==> src/arfwd_pkg.sv <==
package arfwd_pkg;
  localparam logic [7:0] ADDR_UPPER_LIMIT_LOW  = 8'hc4;
  localparam logic [7:0] ADDR_UPPER_LIMIT_HIGH = 8'hc5;
  localparam logic [7:0] ADDR_LOWER_LIMIT_LOW  = 8'hc6;
  localparam logic [7:0] ADDR_LOWER_LIMIT_HIGH = 8'hc7;
  localparam logic [7:0] RST_UPPER_LIMIT       = 8'hff;
  localparam logic [7:0] RST_LOWER_LIMIT       = 8'h00;
  localparam logic [15:0] RST_RESULT           = 16'h0000;
  localparam int RES_BITS = 12;
  localparam int NIB_POS  = 4;
endpackage

==> src/arfwd_top.sv <==
`timescale 1ns/1ps
module arfwd_top (
  input  wire logic        mclk,
  input  wire logic        rst,
  input  wire logic [7:0]  sfr_addr,
  input  wire logic        sfr_wr,
  input  wire logic [7:0]  sfr_wdata,
  output logic      [7:0]  sfr_rdata,
  output logic             sfr_hit,
  input  wire logic        conv_done,
  input  wire logic [11:0] conv_code,
  input  wire logic        differential,
  input  wire logic        left_justify_select,
  input  wire logic        flag_clear,
  output logic      [7:0]  result_high_byte,
  output logic      [7:0]  result_low_byte,
  output logic             window_match_flag
);
  // ****************************************
  // formatting
  // ****************************************
  logic [15:0] fmt_word;
  logic [15:0] upper_limit;
  logic [15:0] lower_limit;
  logic [7:0]  ul_lo;
  logic [7:0]  ul_hi;
  logic [7:0]  ll_lo;
  logic [7:0]  ll_hi;
  logic        match;

  function automatic logic [15:0] fmt(input logic [11:0] c,
                                      input logic d, input logic lj);
    if (lj)
      fmt = {c, 4'h0};
    else
      fmt = {{4{d & c[11]}}, c};
  endfunction

  assign fmt_word = fmt(conv_code, differential, left_justify_select);

  always_ff @(posedge mclk) begin
    if (rst) begin
      result_high_byte <= arfwd_pkg::RST_RESULT[15:8];
      result_low_byte  <= arfwd_pkg::RST_RESULT[7:0];
    end else if (conv_done) begin
      result_high_byte <= fmt_word[15:8];
      result_low_byte  <= fmt_word[7:0];
    end
  end

  // ****************************************
  // limit registers
  // ****************************************
  always_ff @(posedge mclk) begin
    if (rst) begin
      ul_lo <= arfwd_pkg::RST_UPPER_LIMIT;
      ul_hi <= arfwd_pkg::RST_UPPER_LIMIT;
      ll_lo <= arfwd_pkg::RST_LOWER_LIMIT;
      ll_hi <= arfwd_pkg::RST_LOWER_LIMIT;
    end else if (sfr_wr) begin
      case (sfr_addr)
        arfwd_pkg::ADDR_UPPER_LIMIT_LOW:  ul_lo <= sfr_wdata;
        arfwd_pkg::ADDR_UPPER_LIMIT_HIGH: ul_hi <= sfr_wdata;
        arfwd_pkg::ADDR_LOWER_LIMIT_LOW:  ll_lo <= sfr_wdata;
        arfwd_pkg::ADDR_LOWER_LIMIT_HIGH: ll_hi <= sfr_wdata;
        default: ;
      endcase
    end
  end

  always_comb begin
    sfr_hit = 1'b1;
    case (sfr_addr)
      arfwd_pkg::ADDR_UPPER_LIMIT_LOW:  sfr_rdata = ul_lo;
      arfwd_pkg::ADDR_UPPER_LIMIT_HIGH: sfr_rdata = ul_hi;
      arfwd_pkg::ADDR_LOWER_LIMIT_LOW:  sfr_rdata = ll_lo;
      arfwd_pkg::ADDR_LOWER_LIMIT_HIGH: sfr_rdata = ll_hi;
      default: begin
        sfr_rdata = 8'h00;
        sfr_hit   = 1'b0;
      end
    endcase
  end

  assign upper_limit = {ul_hi, ul_lo};
  assign lower_limit = {ll_hi, ll_lo};

  // ****************************************
  // window detector
  // ****************************************
  always_comb begin
    logic gt;
    logic lt;
    gt = 1'b0;
    lt = 1'b0;
    if (differential) begin
      gt = $signed(fmt_word) > $signed(upper_limit);
      lt = $signed(fmt_word) < $signed(lower_limit);
    end else begin
      gt = fmt_word > upper_limit;
      lt = fmt_word < lower_limit;
    end
    if (differential ? ($signed(lower_limit) > $signed(upper_limit))
                     : (lower_limit > upper_limit))
      match = gt & lt;
    else
      match = gt | lt;
  end

  // set wins over clear
  always_ff @(posedge mclk) begin
    if (rst)
      window_match_flag <= 1'b0;
    else if (conv_done && match)
      window_match_flag <= 1'b1;
    else if (flag_clear)
      window_match_flag <= 1'b0;
  end

  // ****************************************
  // checks
  // ****************************************
  property p_flag_set;
    @(posedge mclk) disable iff (rst)
      conv_done && match |=> window_match_flag;
  endproperty
  a_flag_set: assert property (p_flag_set)
    else $error("match did not set flag");

  property p_flag_hold;
    @(posedge mclk) disable iff (rst)
      window_match_flag && !flag_clear |=> window_match_flag;
  endproperty
  a_flag_hold: assert property (p_flag_hold)
    else $error("flag cleared by hardware");

  property p_lj_low;
    @(posedge mclk) disable iff (rst)
      conv_done && left_justify_select |=> result_low_byte[3:0] == 4'h0
        && result_high_byte == $past(conv_code[11:4]);
  endproperty
  a_lj_low: assert property (p_lj_low)
    else $error("left justified layout wrong");

  property p_rj;
    @(posedge mclk) disable iff (rst)
      conv_done && !left_justify_select |=>
        {result_high_byte, result_low_byte} ==
        {{4{$past(differential) & $past(conv_code[11])}}, $past(conv_code)};
  endproperty
  a_rj: assert property (p_rj)
    else $error("right justified layout wrong");

  property p_lj_nibble;
    @(posedge mclk) disable iff (rst)
      conv_done && left_justify_select |=>
        result_low_byte[7:4] == $past(conv_code[3:0]);
  endproperty
  a_lj_nibble: assert property (p_lj_nibble)
    else $error("left justified low nibble wrong");

  property p_rj_zero_fill;
    @(posedge mclk) disable iff (rst)
      conv_done && !left_justify_select && !differential |=>
        result_high_byte[7:4] == 4'h0;
  endproperty
  a_rj_zero_fill: assert property (p_rj_zero_fill)
    else $error("single ended upper nibble not zero");

  property p_result_hold;
    @(posedge mclk) disable iff (rst)
      !conv_done |=> $stable({result_high_byte, result_low_byte});
  endproperty
  a_result_hold: assert property (p_result_hold)
    else $error("result changed without conversion");

  // ****************************************
  // flag checks
  // ****************************************
  property p_flag_clear;
    @(posedge mclk) disable iff (rst)
      flag_clear && !(conv_done && match) |=> !window_match_flag;
  endproperty
  a_flag_clear: assert property (p_flag_clear)
    else $error("flag clear not taken");

  property p_flag_quiet;
    @(posedge mclk) disable iff (rst)
      !window_match_flag && !(conv_done && match) |=> !window_match_flag;
  endproperty
  a_flag_quiet: assert property (p_flag_quiet)
    else $error("flag set without match");

  // ****************************************
  // register checks
  // ****************************************
  property p_ul_lo_write;
    @(posedge mclk) disable iff (rst)
      sfr_wr && sfr_addr == arfwd_pkg::ADDR_UPPER_LIMIT_LOW |=>
        ul_lo == $past(sfr_wdata);
  endproperty
  a_ul_lo_write: assert property (p_ul_lo_write)
    else $error("upper limit low byte write lost");

  property p_ul_hi_write;
    @(posedge mclk) disable iff (rst)
      sfr_wr && sfr_addr == arfwd_pkg::ADDR_UPPER_LIMIT_HIGH |=>
        ul_hi == $past(sfr_wdata);
  endproperty
  a_ul_hi_write: assert property (p_ul_hi_write)
    else $error("upper limit high byte write lost");

  property p_ll_lo_write;
    @(posedge mclk) disable iff (rst)
      sfr_wr && sfr_addr == arfwd_pkg::ADDR_LOWER_LIMIT_LOW |=>
        ll_lo == $past(sfr_wdata);
  endproperty
  a_ll_lo_write: assert property (p_ll_lo_write)
    else $error("lower limit low byte write lost");

  property p_ll_hi_write;
    @(posedge mclk) disable iff (rst)
      sfr_wr && sfr_addr == arfwd_pkg::ADDR_LOWER_LIMIT_HIGH |=>
        ll_hi == $past(sfr_wdata);
  endproperty
  a_ll_hi_write: assert property (p_ll_hi_write)
    else $error("lower limit high byte write lost");

  property p_unmapped;
    @(posedge mclk) disable iff (rst)
      !sfr_hit |-> sfr_rdata == 8'h00;
  endproperty
  a_unmapped: assert property (p_unmapped)
    else $error("unmapped read not zero");
endmodule

==> config.mk <==
export PLATFORM = sky130hd
export DESIGN_NAME = arfwd_top
export DESIGN_NICKNAME = d
export VERILOG_FILES = /design/src/arfwd_pkg.sv /design/src/arfwd_top.sv
export SDC_FILE = /design/constraint.sdc
export NUM_CORES = 1
export LEC_CHECK = 0
export BUFFER_PORTS_ARGS = -buffer_cell sky130_fd_sc_hd__buf_2
export CORE_MARGIN = 2
export CORE_UTILIZATION = 55
export DETAILED_ROUTE_END_ITERATION = 6
export PLACE_DENSITY = 0.79
export SYNTH_ARGS = -nofsm -noshare
export SYNTH_HDL_FRONTEND = slang
export SYNTH_SLANG_ARGS = --single-unit
==> constraint.sdc <==
create_clock -name mclk -period 3.9 [get_ports mclk]
set_input_delay 1.17 -clock mclk [delete_from_list [all_inputs] [get_ports mclk]]
set_output_delay 1.17 -clock mclk [all_outputs]
set_load 0.005 [all_outputs]
Yosys cells after proc, flatten, opt, wreduce, memory -nomap -nowiden
Index checks and enable logic that the tools add are counted.
{ "word_totals": {"reg_bits": 49, "output_inout_bits": 26} }
{ "op_classes": {"magnitude_cmp": 6, "n_eq_ne": 4, "n_mux": 9, "n_bitwise": 3, "reduce_logical": 7} }
{ "ops": {"columns": ["cell", "n"], "rows": [
  ["> comparator 16 bit", 4],
  ["equality test 8 bit (second input constant)", 4],
  ["< comparator 16 bit", 2],
  ["one-hot mux 8 bit (4 select lines)", 1],
  ["2-to-1 mux 16 bit", 1],
  ["AND reduction 2 bit", 4],
  ["2-to-1 mux 1 bit", 7],
  ["OR reduction 4 bit", 1],
  ["bitwise AND 1 bit", 2],
  ["nonzero test 2 bit", 1],
  ["logical AND 1 bit", 1],
  ["OR 1 bit", 1]
]} }

Depth between registers and ports, before layout
{ "logic_depth": {"depth_word": 8, "mapped_depth": 12, "mapped_depth_nobuf": 10} }

Worst setup path after synthesis
OpenSTA, ideal clock, no wires.
{ "synth_path": {"path_type": "input port to output port", "from": "input sfr_addr[2]", "to": "output sfr_rdata[5]", "arrival_time_ns": 2.370, "t_required_ns": 2.730, "setup_slack_ns": 0.360, "path_stages": 6, "n_path_buf": 2, "cell_sequence": "nor4b_2 and3_2 and3_1 buf_2 buf_2 a221o_1"} }
{ "synth_via": {"elab_chain_len": 2, "word_cells_on_any_way": 5, "classes_between": "eq/ne: 4; mux: 1"} }
{ "synth_rtl": {"columns": ["element", "line", "rtl"], "rows": [
  ["start, declared", "arfwd_top.sv:5", "input wire logic [7:0] sfr_addr,"],
  ["equality test 8 bit", "arfwd_top.sv:73", "case (sfr_addr)"],
  ["one-hot mux 8 bit (4 select lines) (*)", "arfwd_top.sv:73", null],
  ["end, declared", "arfwd_top.sv:8", "output logic [7:0] sfr_rdata,"]
]} }
Mark *: on every way between the ends. The rest lies on a longest branch, timed or not.

Worst setup path after layout
{ "layout_path": {"from": "input sfr_addr[3]", "to": "output sfr_rdata[0]"} }
The elaborated chain is that of the path after synthesis.

==> flow_summary.yaml <==
run_status:
  status: "finished, final reports clean"
floorplanning:
  fp.dieH_um: 82.1
  io_pins: 61
  fp-row-count: 28
  initial_core_util_pct: 56.7
  coreArea_um2: 5920
  die_w_um: 82.1
  die_area_um2: 6740
power_and_ir_drop:
  internal_power_uw: 790
  p_per_area_nw_per_um2: 275
  clockPowerShare_pct: 36.1
  combPwrFrac_pct: 14.7
  peakVddDrop_uv: 226
  p_sw_uw: 260
  switching_share_pct: 24.8
  p_seq_share_pct: 49.3
  p_leak_nw: 1.95
drt:
  via_per_inst: 5.99
  drc: 0
  post_drt_wl_per_cell_um: 16.5
  vias: 3224
  drt_iter0_markers: 235
  wl_um: 8860
  firstDrtPassIters: 5
  ant_nets: 0
worst_setup_path:
  crit_type: "input pin to primary output"
  cp_common_cell: "buf_2"
  critPathMaxFanout: 10
  startpoint_type: "input pin"
  cp_cell_sequence: "buf_2 > nor4b_2 > and3_2 > nor3b_4 > a22o_1 > a221o_1 > buf_2"
  worstPathArrival_ps: 2650
  crit_family: "simple AND/OR/NAND/NOR gates"
  endpoint_kind: "primary output"
  crit_required_ps: 2730
  max_stage_delay_ps: 430
  worst-path-buf-inv: 2
  critPathSlowestCell: "nor3b_4"
sta:
  rsz0062_at_grt: "false"
  final.period_utilization_pct: 97.9
  tns_ps: 0
  finalHoldViolCount: 0
  drv_slew: 0
  max_clock_freq_mhz: 262
  fin_skew_ps: 6.24
  final-setup-viol-count: 0
  worstMarginPinSlew_ps: 486
  slew_headroom_pct: 67.6
  fin_crit_ps: 3820
yosys:
  synth_top_cells_by_area: "dfxtp_1, ha_1, nand2_1, a21oi_1, nor2_1"
  synth_area_um2: 3360
  yosysWarnings: 0
  synth_top_area_cell: "dfxtp_1"
  ys_async_sr_fraction_pct: 0
  yosysMostFrequentCell: "nand2_1"
  yosysTopAreaCellShare_pct: 29.2
  synth_seq_cells: 49
  ys_types: 49
  syn_nets: 488
  synth_edf_count: 0
  syn_area_per_cell_um2: 8.23
  synthCells: 408
  synthTopCellsByCount: "nand2_1, dfxtp_1, ha_1"
  synthFlopType: "dfxtp_1"
  ys_seq_area_share_pct: 29.2
clock_network:
  clock_path_buffers: 2
  clock-sinks: 49
  postCtsSetupRepairBufs: 0
  cts_made_buffers: 5
  holdBufCountCts: 0
  clk_latency_ps: 300
  htree_num_levels: 2
  clk_pin_slew_ps: 90
  root_buffer: "clkbuf_8"
  ctsResizeCount: 0
  tritoncts: "done"
flow_run:
  maxCapViolations: 0
global_route:
  grt_overflow_total: 0
  grt_pass1_vias: 3014
  antenna_found_initial: 0
  grt_usage_pct: 27.0
  grt_max_degree: 50
  grt_pass1_wl_um: 14000
place:
  port-buffer-count: 60
  gp_congestion: 0.938
  dp_hpwl_um: 7040
  place_inst: 530
finish:
  fin_cells: 538
  nNetsFinal: 542
  syn_to_final_growth_pct: 13.9
  layout-drive-gt1-share_pct: 19.0
  antennaDiodeCount: 0
min_path:
  min_path_type: "flip-flop to flip-flop"
==> placed cells by master, fill, tap and decap left out, types with 4 or more instances in the layout <==
| cell | n |
|---|---|
| nor2b_1 | 5 |
| mux2_2 | 8 |
| buf_4 | 4 |
| mux2i_1 | 12 |
| a21o_1 | 6 |
| dfxtp_1 | 49 |
| nand2_1 | 56 |
| clkbuf_8 | 6 |
| o21bai_1 | 8 |
| nand2b_1 | 6 |
| inv_1 | 31 |
| nand4_1 | 6 |
| a22o_1 | 8 |
| a221o_1 | 9 |
| nand3_1 | 18 |
| buf_2 | 60 |
| o21ai_0 | 4 |
| a21oi_1 | 35 |
| ha_1 | 45 |
| nand3b_1 | 12 |
| nor2_1 | 34 |
==> cell families after synthesis <==
logic type / share of synthesized area (%)
muxes: 6.26
buffers and inverters: 5.70
AOI/OAI and AO/OA: 17.9
and+or+nand+nor: 23.4
adders and majority gates: 16.8
xor gates and xnor gates: 0.783
DFF: 29.2
==> registers in the layout, indices dropped and copies added, names as in the netlist <==
name,cells
result_high_byte,8
window_match_flag,1
ll_hi,8
ll_lo,8
result_low_byte,8
ul_lo,8
ul_hi,8
==> power by group through the flow <==
stage | clock (mW) | sequential [mW] | combinational [mW]
3_3_place_gp | 0 | 0.529 | 0.147
4_1_cts | 0.380 | 0.517 | 0.153
5_1_grt | 0.399 | 0.519 | 0.171
3_5_place_dp | 0 | 0.529 | 0.152
2_1_floorplan | 0 | 0.530 | 0.0907
6_report | 0.379 | 0.517 | 0.154
==> worst min-delay path: stages, from the launching register on <==
cell,delay [ps]
dfxtp_1,320
nand2b_1,60
a21oi_1,60
==> metal layers <==
layer	up-vias	wire [um]	track usage (%)
li1	1564	-	-
met1	1503	3790	33.3
met2	135	4260	46.8
met3	22	577	3.80
met4	0	238	11.3
met5	-	0	0
==> worst paths after layout <==
check	start	end	slack [ps]	cells past startpoint
worst min-delay path	result_low_byte[0]$_SDFFE_PP0P_	result_low_byte[0]$_SDFFE_PP0P_	470	2
worst min register to register	result_low_byte[0]$_SDFFE_PP0P_	result_low_byte[0]$_SDFFE_PP0P_	470	2
worst max-delay path	sfr_addr[3]	sfr_rdata[0]	80	7
worst max register to register	ul_hi[7]$_SDFFE_PP1P_	window_match_flag$_SDFFE_PP0P_	1590	9
==> layout make-up <==
| cell class | count | area, um2 |
|---|---|---|
| inverters | 31 | 116 |
| flip-flops and latches | 49 | 981 |
| clock buffers | 7 | 86.3 |
| fillers | 511 | 2100 |
| repair buffers | 64 | 330 |
| multi-input cells | 311 | 2180 |
| well taps | 75 | 93.8 |
| clock inverters | 1 | 30.0 |
==> stage by stage <==
step / total power, mW / util [%] / hold WS (ps) / setup WS, ps / area (um2)
2_1_floorplan: 0.621 / - / 463 / 360 / 3360
3_3_place_gp: 0.676 / 62.6 / 455 / 183 / 3710
3_5_place_dp: 0.682 / 62.6 / 460 / 111 / 3710
4_1_cts: 1.05 / 64.6 / 475 / 110 / 3820
5_1_grt: 1.09 / 64.6 / 509 / 32.7 / 3820
6_report: 1.05 / 64.6 / 473 / 83.6 / 3820
Power figures use the tool's default switching activity.
